### src/verilog/bscp_pkg.sv
// Package: constants and pad permutation for the strap and pin-order block.
package bscp_pkg;
    localparam int NPAD = 30;
    localparam int NSYNC = 42;
    // Logical parallel ATA signal indices; the index equals the pad in normal order.
    localparam int LI_DD0 = 0;
    localparam int LI_DD15 = 15;
    localparam int LI_CS0 = 16;
    localparam int LI_CS1 = 17;
    localparam int LI_DA0 = 18;
    localparam int LI_DA2 = 20;
    localparam int LI_DIOR = 21;
    localparam int LI_DIOW = 22;
    localparam int LI_DMACK = 23;
    localparam int LI_DMARQ = 24;
    localparam int LI_INTRQ = 25;
    localparam int LI_IORDY = 26;
    localparam int LI_RESET = 27;
    localparam int LI_DASP = 28;
    localparam int LI_SP = 29;
    // Positions in the synchroniser vector above the pads.
    localparam int SY_SSC = 30;
    localparam int SY_CLK0 = 31;
    localparam int SY_MODE0 = 33;
    localparam int SY_MODE2 = 35;
    localparam int SY_FIX = 36;
    localparam int SY_OE = 37;
    localparam int SY_PM = 38;
    localparam int SY_MS = 39;
    localparam int SY_PDIAG = 40;
    localparam int SY_POR = 41;
    // Reset value of the synchronisers: pulls as fitted, power-on reset idle.
    localparam logic [41:0] SYNC_RST = 42'h264_8000_0000;
    localparam logic [2:0] SETTLE_CNT = 3'h5;
    localparam logic [1:0] CLKSEL_25M = 2'h1;
    localparam logic [1:0] RATE_RSVD = 2'h3;
    localparam logic [1:0] RATE_100 = 2'h0;
    localparam logic [1:0] RATE_133 = 2'h1;
    localparam logic [2:0] UDMA_100 = 3'h5;
    localparam logic [2:0] UDMA_133 = 3'h6;
    localparam logic [2:0] UDMA_150 = 3'h7;
    localparam logic [2:0] UDMA_RST = 3'h0;
    localparam logic [2:0] PIO_IORDY_MIN = 3'h3;
    // Register byte offsets and field positions.
    localparam logic [7:0] REG_CTRL = 8'h00;
    localparam logic [7:0] REG_STRAP = 8'h04;
    localparam logic [7:0] REG_STAT = 8'h08;
    localparam int CT_FLOAT = 0;
    localparam int CT_PMBLK = 1;
    localparam logic [1:0] CTRL_RST = 2'h0;
    localparam int SR_UDMA = 8;

    typedef enum logic [0:0] {
        BSCP_DEV_BRIDGE = 1'b0,
        BSCP_HOST_BRIDGE = 1'b1
    } bscp_role_t;

    // Reverse pin order is an involution, so one table maps both ways.
    function automatic logic [4:0] rev_map(input logic [4:0] i);
        logic [4:0] r;
        r = i;
        case (i)
            5'h00: r = 5'h0d;
            5'h01: r = 5'h0e;
            5'h02: r = 5'h0f;
            5'h03: r = 5'h16;
            5'h04: r = 5'h17;
            5'h05: r = 5'h1d;
            5'h06: r = 5'h12;
            5'h07: r = 5'h10;
            5'h08: r = 5'h14;
            5'h09: r = 5'h13;
            5'h0a: r = 5'h19;
            5'h0b: r = 5'h15;
            5'h0c: r = 5'h18;
            5'h0d: r = 5'h00;
            5'h0e: r = 5'h01;
            5'h0f: r = 5'h02;
            5'h10: r = 5'h07;
            5'h11: r = 5'h1b;
            5'h12: r = 5'h06;
            5'h13: r = 5'h09;
            5'h14: r = 5'h08;
            5'h15: r = 5'h0b;
            5'h16: r = 5'h03;
            5'h17: r = 5'h04;
            5'h18: r = 5'h0c;
            5'h19: r = 5'h0a;
            5'h1b: r = 5'h11;
            5'h1d: r = 5'h05;
            default: r = i;
        endcase
        return r;
    endfunction
endpackage

### src/verilog/bscp_pinmux.sv
// Strap capture, configuration decode and parallel ATA pin-function multiplexer.
`timescale 1ns/1ps
`default_nettype none

// Function
// - Spread-spectrum clocking off when its strap is low, on when high.
// - Reference clock select must be 01; anything else is flagged reserved.
// - Link-up status low until the serial link is established, then high.
// - Top mode strap bit 0 selects device bridge, 1 selects host bridge.
// - Fixed rate uses low mode bits: 00 100MB/s, 01 133MB/s, 10 150MB/s.
// - Fixed-rate strap 0 takes rate from SET FEATURES; 1 ignores that command.
// - Output-enable strap 0 floats every parallel ATA pad; the master/slave and diagnostic strap pins are not gated by it.
// - Slumber translation of power commands only when its strap is 1.
// - Power-on reset low resets all logic except the synchronisers and settle count, which rst_i alone resets, and the strap register, which loads the pins.
// - Host bridge: master/slave strap picks device 0 or 1; else reserved output.
// - Device 0 reads the activity pin; device 1 drives it low for presence.
// - Host bridge: slave-present is an input as device 0, output as device 1.
// - Device bridge: slave-present is cable detect, 0 means 80-conductor.
// - Host bridge: diagnostic pin carries device 1 diagnosis done to device 0.
// - Device bridge: diagnostic pin is sampled as the pin-order strap.
// - Reverse order remaps signals by a fixed pad permutation.
// - Device side lengthens PIO cycles with IORDY from PIO mode 3 upward.
// - Device side drives DDMARDY and DSTROBE on the IORDY pin.
// - Device requests DMA on DMARQ high; host acknowledges on DMACK low.
// - With translation strap low no Partial or Slumber request is taken or made.
module bscp_pinmux (
    input wire logic clk_i,
    input wire logic rst_i,
    input wire logic wb_cyc_i,
    input wire logic wb_stb_i,
    input wire logic wb_we_i,
    input wire logic [7:0] wb_adr_i,
    input wire logic [3:0] wb_sel_i,
    input wire logic [31:0] wb_dat_i,
    output logic [31:0] wb_dat_o,
    output logic wb_ack_o,
    input wire logic power_on_reset_n_i,
    input wire logic spread_clock_enable_strap_i,
    input wire logic [1:0] ref_clock_select_strap_i,
    input wire logic [2:0] mode_strap_i,
    input wire logic fixed_udma_rate_strap_i,
    input wire logic parallel_output_enable_strap_i,
    input wire logic slumber_translate_enable_strap_i,
    input wire logic master_slave_strap_i,
    output logic master_slave_strap_o,
    output logic master_slave_strap_oe_o,
    input wire logic pin_order_reverse_strap_i,
    output logic pin_order_reverse_strap_o,
    output logic pin_order_reverse_strap_oe_o,
    input wire logic [29:0] pad_i,
    output logic [29:0] pad_o,
    output logic [29:0] pad_oe_o,
    input wire logic [29:0] core_out_i,
    output logic [29:0] core_in_o,
    input wire logic core_dd_drive_i,
    input wire logic [2:0] core_pio_mode_i,
    input wire logic core_udma_active_i,
    input wire logic core_diag_busy_i,
    input wire logic core_activity_i,
    input wire logic core_diag_done_i,
    input wire logic setfeat_valid_i,
    input wire logic [2:0] setfeat_mode_i,
    input wire logic phy_ready_i,
    input wire logic pm_cmd_done_i,
    input wire logic link_pm_req_i,
    output logic global_reset_o,
    output logic spread_clock_enable_o,
    output logic link_up_status_o,
    output logic host_bridge_o,
    output logic device1_o,
    output logic cable_80_o,
    output logic diag_seen_o,
    output logic cfg_fault_o,
    output logic [2:0] udma_mode_o,
    output logic slumber_req_o,
    output logic pm_accept_o,
    output logic pm_reject_o
);
    logic [41:0] s1_ff;
    logic [41:0] s2_ff;
    logic [41:0] s3_ff;
    logic [41:0] filt_ff;
    logic [41:0] nxt_filt;
    logic [10:0] strap_ff;
    logic [2:0] settle_ff;
    logic srst;
    logic cap;
    logic [1:0] ctrl_ff;
    logic [2:0] udma_ff;
    logic link_ff;
    logic ssc_ff;
    logic ack_ff;
    logic [31:0] rdat_ff;
    logic [29:0] pad_o_ff;
    logic [29:0] pad_oe_ff;
    logic [29:0] out_log;
    logic [29:0] oe_log;
    logic [29:0] in_log;
    logic ms_o_ff;
    logic ms_oe_ff;
    logic pd_oe_ff;
    logic slumber_ff;
    logic accept_ff;
    logic reject_ff;
    logic pm_en;
    logic host;
    logic dev1;
    logic rev;
    logic pads_on;
    logic [2:0] fix_udma;
    logic req;
    logic [31:0] stat_w;

    // The synchroniser stages are cleared by rst_i only, so that a held
    // power-on reset still reaches the filter below.
    always_ff @(posedge clk_i) begin
        if (rst_i) begin
            s1_ff <= bscp_pkg::SYNC_RST;
            s2_ff <= bscp_pkg::SYNC_RST;
            s3_ff <= bscp_pkg::SYNC_RST;
            filt_ff <= bscp_pkg::SYNC_RST;
        end else begin
            s1_ff <= {power_on_reset_n_i, pin_order_reverse_strap_i, master_slave_strap_i,
                      slumber_translate_enable_strap_i, parallel_output_enable_strap_i,
                      fixed_udma_rate_strap_i, mode_strap_i, ref_clock_select_strap_i,
                      spread_clock_enable_strap_i, pad_i};
            s2_ff <= s1_ff;
            s3_ff <= s2_ff;
            filt_ff <= nxt_filt;
        end
    end

    // A bit moves only once the second and third stages agree.
    assign nxt_filt = (s2_ff & ~(s2_ff ^ s3_ff)) | (filt_ff & (s2_ff ^ s3_ff));

    assign srst = rst_i | ~filt_ff[bscp_pkg::SY_POR];
    assign global_reset_o = srst;

    // After rst_i alone the filter needs a few cycles before its value is real.
    always_ff @(posedge clk_i) begin
        if (rst_i) begin
            settle_ff <= bscp_pkg::SETTLE_CNT;
        end else if (settle_ff != 3'h0) begin
            settle_ff <= settle_ff - 3'h1;
        end
    end

    assign cap = srst | (settle_ff != 3'h0);

    // Straps load throughout reset and are frozen afterwards, so a pin that
    // later turns into an output cannot disturb the configuration.
    always_ff @(posedge clk_i) begin
        if (cap) begin
            strap_ff <= filt_ff[bscp_pkg::SY_PDIAG:bscp_pkg::SY_SSC];
        end
    end

    assign host = strap_ff[bscp_pkg::SY_MODE2 - 30] == bscp_pkg::BSCP_HOST_BRIDGE;
    assign dev1 = host & strap_ff[bscp_pkg::SY_MS - 30];
    assign rev = ~host & strap_ff[bscp_pkg::SY_PDIAG - 30];
    assign pm_en = strap_ff[bscp_pkg::SY_PM - 30] & ~ctrl_ff[bscp_pkg::CT_PMBLK];
    assign pads_on = strap_ff[bscp_pkg::SY_OE - 30] & ~ctrl_ff[bscp_pkg::CT_FLOAT];

    always_comb begin
        case (strap_ff[bscp_pkg::SY_MODE0 - 29:bscp_pkg::SY_MODE0 - 30])
            bscp_pkg::RATE_100: fix_udma = bscp_pkg::UDMA_100;
            bscp_pkg::RATE_133: fix_udma = bscp_pkg::UDMA_133;
            default: fix_udma = bscp_pkg::UDMA_150;
        endcase
    end

    // Fixed rate wins over any SET FEATURES seen in the same cycle.
    always_ff @(posedge clk_i) begin
        if (srst) begin
            udma_ff <= bscp_pkg::UDMA_RST;
        end else if (strap_ff[bscp_pkg::SY_FIX - 30]) begin
            udma_ff <= fix_udma;
        end else if (setfeat_valid_i) begin
            udma_ff <= setfeat_mode_i;
        end
    end

    always_ff @(posedge clk_i) begin
        if (srst) begin
            link_ff <= 1'b0;
            ssc_ff <= 1'b0;
        end else begin
            link_ff <= phy_ready_i;
            ssc_ff <= strap_ff[bscp_pkg::SY_SSC - 30];
        end
    end

    always_ff @(posedge clk_i) begin
        if (srst) begin
            slumber_ff <= 1'b0;
            accept_ff <= 1'b0;
            reject_ff <= 1'b0;
        end else begin
            slumber_ff <= pm_en & pm_cmd_done_i;
            accept_ff <= pm_en & link_pm_req_i;
            reject_ff <= ~pm_en & link_pm_req_i;
        end
    end

    // Logical direction and value of each parallel ATA signal.
    always_comb begin
        out_log = core_out_i;
        oe_log = '0;
        oe_log[bscp_pkg::LI_DD15:bscp_pkg::LI_DD0] = {16{core_dd_drive_i}};
        if (host) begin
            oe_log[bscp_pkg::LI_DMARQ] = 1'b1;
            oe_log[bscp_pkg::LI_INTRQ] = 1'b1;
            oe_log[bscp_pkg::LI_IORDY] = (core_pio_mode_i >= bscp_pkg::PIO_IORDY_MIN)
                                         | core_udma_active_i;
            out_log[bscp_pkg::LI_DASP] = 1'b0;
            oe_log[bscp_pkg::LI_DASP] = dev1 & (core_diag_busy_i | core_activity_i);
            out_log[bscp_pkg::LI_SP] = 1'b1;
            oe_log[bscp_pkg::LI_SP] = dev1;
        end else begin
            oe_log[bscp_pkg::LI_DA2:bscp_pkg::LI_CS0] = 5'h1f;
            oe_log[bscp_pkg::LI_DIOR] = 1'b1;
            oe_log[bscp_pkg::LI_DIOW] = 1'b1;
            oe_log[bscp_pkg::LI_DMACK] = 1'b1;
            oe_log[bscp_pkg::LI_RESET] = 1'b1;
            out_log[bscp_pkg::LI_DASP] = 1'b1;
            oe_log[bscp_pkg::LI_DASP] = 1'b1;
        end
    end

    // Pads are registered so that every pin changes on a clock edge together
    // with its enable; the cost is one cycle of latency on outputs.
    always_ff @(posedge clk_i) begin
        if (srst) begin
            pad_o_ff <= '0;
            pad_oe_ff <= '0;
        end else begin
            for (int p = 0; p < bscp_pkg::NPAD; p++) begin
                if (rev) begin
                    pad_o_ff[p] <= out_log[bscp_pkg::rev_map(5'(p))];
                    pad_oe_ff[p] <= oe_log[bscp_pkg::rev_map(5'(p))] & pads_on;
                end else begin
                    pad_o_ff[p] <= out_log[p];
                    pad_oe_ff[p] <= oe_log[p] & pads_on;
                end
            end
        end
    end

    always_comb begin
        for (int l = 0; l < bscp_pkg::NPAD; l++) begin
            in_log[l] = rev ? filt_ff[bscp_pkg::rev_map(5'(l))] : filt_ff[l];
        end
    end

    assign core_in_o = in_log;
    assign pad_o = pad_o_ff;
    assign pad_oe_o = pad_oe_ff;

    // Strap pins that turn into outputs after configuration.
    // Neither pin is driven while capture is still open: the synchronisers
    // lag the pin by several cycles, so an early drive would be read back
    // as the strap itself and overwrite what the board set.
    always_ff @(posedge clk_i) begin
        if (srst) begin
            ms_o_ff <= 1'b0;
            ms_oe_ff <= 1'b0;
            pd_oe_ff <= 1'b0;
        end else begin
            ms_o_ff <= 1'b0;
            ms_oe_ff <= ~host & ~cap;
            pd_oe_ff <= dev1 & core_diag_done_i & ~cap;
        end
    end

    assign master_slave_strap_o = ms_o_ff;
    assign master_slave_strap_oe_o = ms_oe_ff;
    assign pin_order_reverse_strap_o = 1'b0;
    assign pin_order_reverse_strap_oe_o = pd_oe_ff;

    assign spread_clock_enable_o = ssc_ff;
    assign link_up_status_o = link_ff;
    assign host_bridge_o = host;
    assign device1_o = dev1;
    assign cable_80_o = host | ~in_log[bscp_pkg::LI_SP];
    assign diag_seen_o = host & ~dev1 & ~filt_ff[bscp_pkg::SY_PDIAG];
    assign cfg_fault_o = (strap_ff[2:1] != bscp_pkg::CLKSEL_25M)
                         | (strap_ff[4:3] == bscp_pkg::RATE_RSVD);
    assign udma_mode_o = udma_ff;
    assign slumber_req_o = slumber_ff;
    assign pm_accept_o = accept_ff;
    assign pm_reject_o = reject_ff;

    // Wishbone classic slave: one wait state, writes land on the ack edge.
    assign req = wb_cyc_i & wb_stb_i;
    assign stat_w = {21'h0, udma_ff, 1'b0, dev1, host,
                     strap_ff[4:3] == bscp_pkg::RATE_RSVD,
                     strap_ff[2:1] != bscp_pkg::CLKSEL_25M,
                     diag_seen_o, cable_80_o, link_ff};

    always_ff @(posedge clk_i) begin
        if (srst) begin
            ack_ff <= 1'b0;
            rdat_ff <= '0;
        end else begin
            ack_ff <= req & ~ack_ff;
            if (req & ~ack_ff) begin
                case (wb_adr_i)
                    bscp_pkg::REG_CTRL: rdat_ff <= {30'h0, ctrl_ff};
                    bscp_pkg::REG_STRAP: rdat_ff <= {21'h0, strap_ff};
                    bscp_pkg::REG_STAT: rdat_ff <= stat_w;
                    default: rdat_ff <= '0;
                endcase
            end
        end
    end

    always_ff @(posedge clk_i) begin
        if (srst) begin
            ctrl_ff <= bscp_pkg::CTRL_RST;
        end else if (req & ack_ff & wb_we_i & wb_sel_i[0] & (wb_adr_i == bscp_pkg::REG_CTRL)) begin
            ctrl_ff <= wb_dat_i[1:0];
        end
    end

    assign wb_ack_o = ack_ff;
    assign wb_dat_o = rdat_ff;
endmodule

`default_nettype wire

### config.mk
export PLATFORM = sky130hd
export DESIGN_NAME = bscp_pinmux
export DESIGN_NICKNAME = d
export VERILOG_FILES = /design/src/verilog/bscp_pkg.sv /design/src/verilog/bscp_pinmux.sv
export SDC_FILE = /design/constraint.sdc
export NUM_CORES = 1
export LEC_CHECK = 0
export ABC_AREA = 1
export BUFFER_PORTS_ARGS = -buffer_cell sky130_fd_sc_hd__buf_4
export CORE_UTILIZATION = 54
export DETAILED_ROUTE_END_ITERATION = 10
export GPL_TIMING_DRIVEN = 0
export HOLD_SLACK_MARGIN = 0.08
export PLACE_DENSITY_LB_ADDON = 0.12
export SLEW_MARGIN = 20
export SYNTH_ARGS = -nofsm -noshare
export SYNTH_HDL_FRONTEND = slang
export SYNTH_SLANG_ARGS = --single-unit
### constraint.sdc
create_clock -name clk_i -period 1.95 [get_ports clk_i]
set_input_delay 0.195 -clock clk_i [delete_from_list [all_inputs] [get_ports clk_i]]
set_output_delay 0.195 -clock clk_i [all_outputs]
set_load 0.01 [all_outputs]
==> impl_metrics.yaml <==
floorplanning:
  core_sq_um: 15400
  dieWidth_um: 128
  dieArea_sq_um: 16400
  rows: 45
  io_pins: 277
  start_util: 0.560
  fp.dieH_um: 128
drt:
  vias_per_cell: 4.78
  wl_per_cell_um: 14.9
  drtIter0Drc: 486
  drc_errors: 1
  first_pass_iters: 8
  ant_nets: 0
  drt-total-wl_um: 24300
  via_count: 7807
logic_synthesis:
  yosysTopAreaCellShare: 0.547
  syn_area_sq_um: 8610
  netlist_top_cells_area: "dfxtp_1 (55%), nor2_1 (8.6%), inv_1 (6.9%), o21ai_0 (5.6%), a21oi_1 (4.5%)"
  ys_seq_elements: 246
  syn_avg_cell_area_sq_um: 8.45
  synth.largest_area_cell: "dfxtp_1"
  synthFlopType: "dfxtp_1"
  seq_area_frac_synth: 0.585
  postSynthCellCount: 1019
  synth-edff-count: 11
  synth_warnings: 0
  synth_cell_types: 34
  synth-async-reset-ratio: 0
cells_and_area:
  final_common_cell: "buf_4"
  multi_input_area_sq_um: 2520
  drive_gt1_frac: 0.275
  fillCellCount: 941
  antenna_cells: 0
  area.sequential_sq_um: 5030
  final_cell_mix: "buf_4 (271), dfxtp_1 (235), nor2_1 (197), inv_1 (159), dlygate4sd3_1 (108)"
  areaGrowthSynthToFinish_pct: 47.2
  nNetsFinal: 1540
setup_path:
  cp.arrival_ns: 1.74
  r2r_start: "strap_ff[5]$_DFFE_PP_"
  path_max_fanout: 5
  rr_worst_depth: 7
  path_cells: "inv_2, nand2_4, inv_4, buf_8, buf_8, nand2_1, o21ai_1, buf_4"
  endpoint_kind: "output pin"
  crit_path_max_incr_delay_ns: 0.44
  crit_required_ns: 1.75
  critPathKind: "reg -> out"
  start_kind: "flop"
  path_common_cell: "buf_8"
  reg2reg_to: "pad_o[16]$_SDFF_PP0_"
  crit_path_top_delay_cell: "edfxtp_1"
  r2r_slack_ns: 0.03
power:
  p_leak_nw: 5.89
  ir_drop_uv: 721
  power_density_nw_per_um2: 895
  power_w: 0.0113
outcome:
  status: "finished, violations left"
  violations: "DRC"
clocking:
  clock-sinks: 246
  cts_buffer_depth: 3
  cts_buffers: 25
  htreeDepth: 1
  cts_tree: "built"
  clkSlewWorstSetupHoldPaths_ns: 0.06
  cts_root_buf: "clkbuf_16"
  insertion_delay_ns: 0.52
timing:
  setup_viol: 0
  slew_headroom: 0.589
  rsz0062_at_grt: "yes"
  layout_setup_ws_ns: 0.0146
  hold_viol: 0
  fin_hold_ws_ns: 0.208
  post-route-period-util: 0.993
  skew_ns: 0.0207
  slew_violations: 0
  finalCriticalPeriod_ns: 1.94
  fmax_mhz: 517
  worst_pin_slew_ns: 0.616
placed_design:
  dpl_worst_slack_ns: 0.168
  portBuffers: 218
  gp_congestion: 0.857
  dp_hpwl_um: 14200
global_route:
  grt_pass1_wl_um: 36900
  grt_max_degree: 15
  grt.total_usage: 0.287
  grt_pass1_vias: 7528
  grt_antenna_before_repair: 0
  grt-ovfl-total: 0
run:
  cap_violations: 0
hold_path:
  hold_depth: 6
  hold_path.class: "in -> reg"
  holdCritStartpoint: "wb_sel_i[0]"
  hold_end: "ctrl_ff[1]$_SDFFE_PP0P_"
synthesized netlist by cell type, drive strengths merged, types with 2 or more instances:
cell and number:
nand3 12, clkinv 2, ha 2, o21ai 109, dfxtp 235, or2 15, inv 163, a21oi 77
nor3 4, clkbuf 9, nand4 2, buf 74, edfxtp 11, nor2 202, nand2 93
through the flow:
stage	utilization	area [sq um]	instances	setup TNS (ns)
after floorplan	-	8690	1041	0
after global placement	0.689	10600	1470	0
after detailed placement	0.689	10600	1470	0
after CTS	0.817	12600	1628	-0.0142
after global routing	0.824	12700	1632	-0.939
final	0.824	12700	1632	0
power breakdown:
part / switching [W] / leakage [nW] / internal, W / total, W
clock network: 0.00191 / 0.410 / 0.00282 / 0.00473
logic: 0.000585 / 3.44 / 0.000654 / 0.00124
registers: 0.0000990 / 2.05 / 0.00526 / 0.00536
total: 0.00260 / 5.89 / 0.00874 / 0.0113
per-layer routing:
metal,global-route usage,vias up,routed length [um]
li1,-,3830,-
met1,0.316,3549,9180
met2,0.525,359,12400
met3,0.0576,69,1820
met4,0.139,0,923
met5,0,-,0
worst max-delay path by stage:
stage	startpoint	end	depth (start not counted)
after global routing	strap_ff[5]$_DFFE_PP_	core_in_o[13]	8
after global placement	rst_i	strap_ff[8]$_DFFE_PP_	6
after detailed placement	rst_i	strap_ff[8]$_DFFE_PP_	6
after CTS	strap_ff[5]$_DFFE_PP_	core_in_o[10]	6
final	strap_ff[5]$_DFFE_PP_	core_in_o[13]	8
after floorplan	strap_ff[5]$_DFFE_PP_	core_in_o[12]	5
critical path: cells and delay by family, from the launching register on:
| family | cells | cell delay (ns) |
|---|---|---|
| compound gates | 1 | 0.11 |
| buf+inv | 5 | 0.57 |
| flops | 1 | 0.44 |
| simple gates | 2 | 0.12 |
logic make-up after synthesis:
kind of cell,count (synthesis),share of synthesized area
fa+ha+maj,2,0.00291
compound gates,191,0.112
simple gates,330,0.160
xor+xnor,1,0.00102
other cells,1,0.000436
buf+inv,248,0.138
flops,246,0.585
area by class of cell:
class | instances | share of cell area
Tap cell | 211 | 0.0208
Sequential cell | 246 | 0.397
Inverter | 165 | 0.0493
Clock buffer | 33 | 0.0558
Clock inverter | 13 | 0.00938
Buffer | 83 | 0.0474
Timing Repair Buffer | 334 | 0.221
Multi-Input combinational cell | 547 | 0.199
what timing repair did:
action	4_1_cts	5_1_grt
hold endpoints to repair	90	0
hold buffers	108	0
gates resized for setup	18	34
setup endpoints to repair	27	28
cloned	0	1
pin swaps	0	0
setup buffers	4	3
No activity file was read; power rests on OpenSTA's default activity.
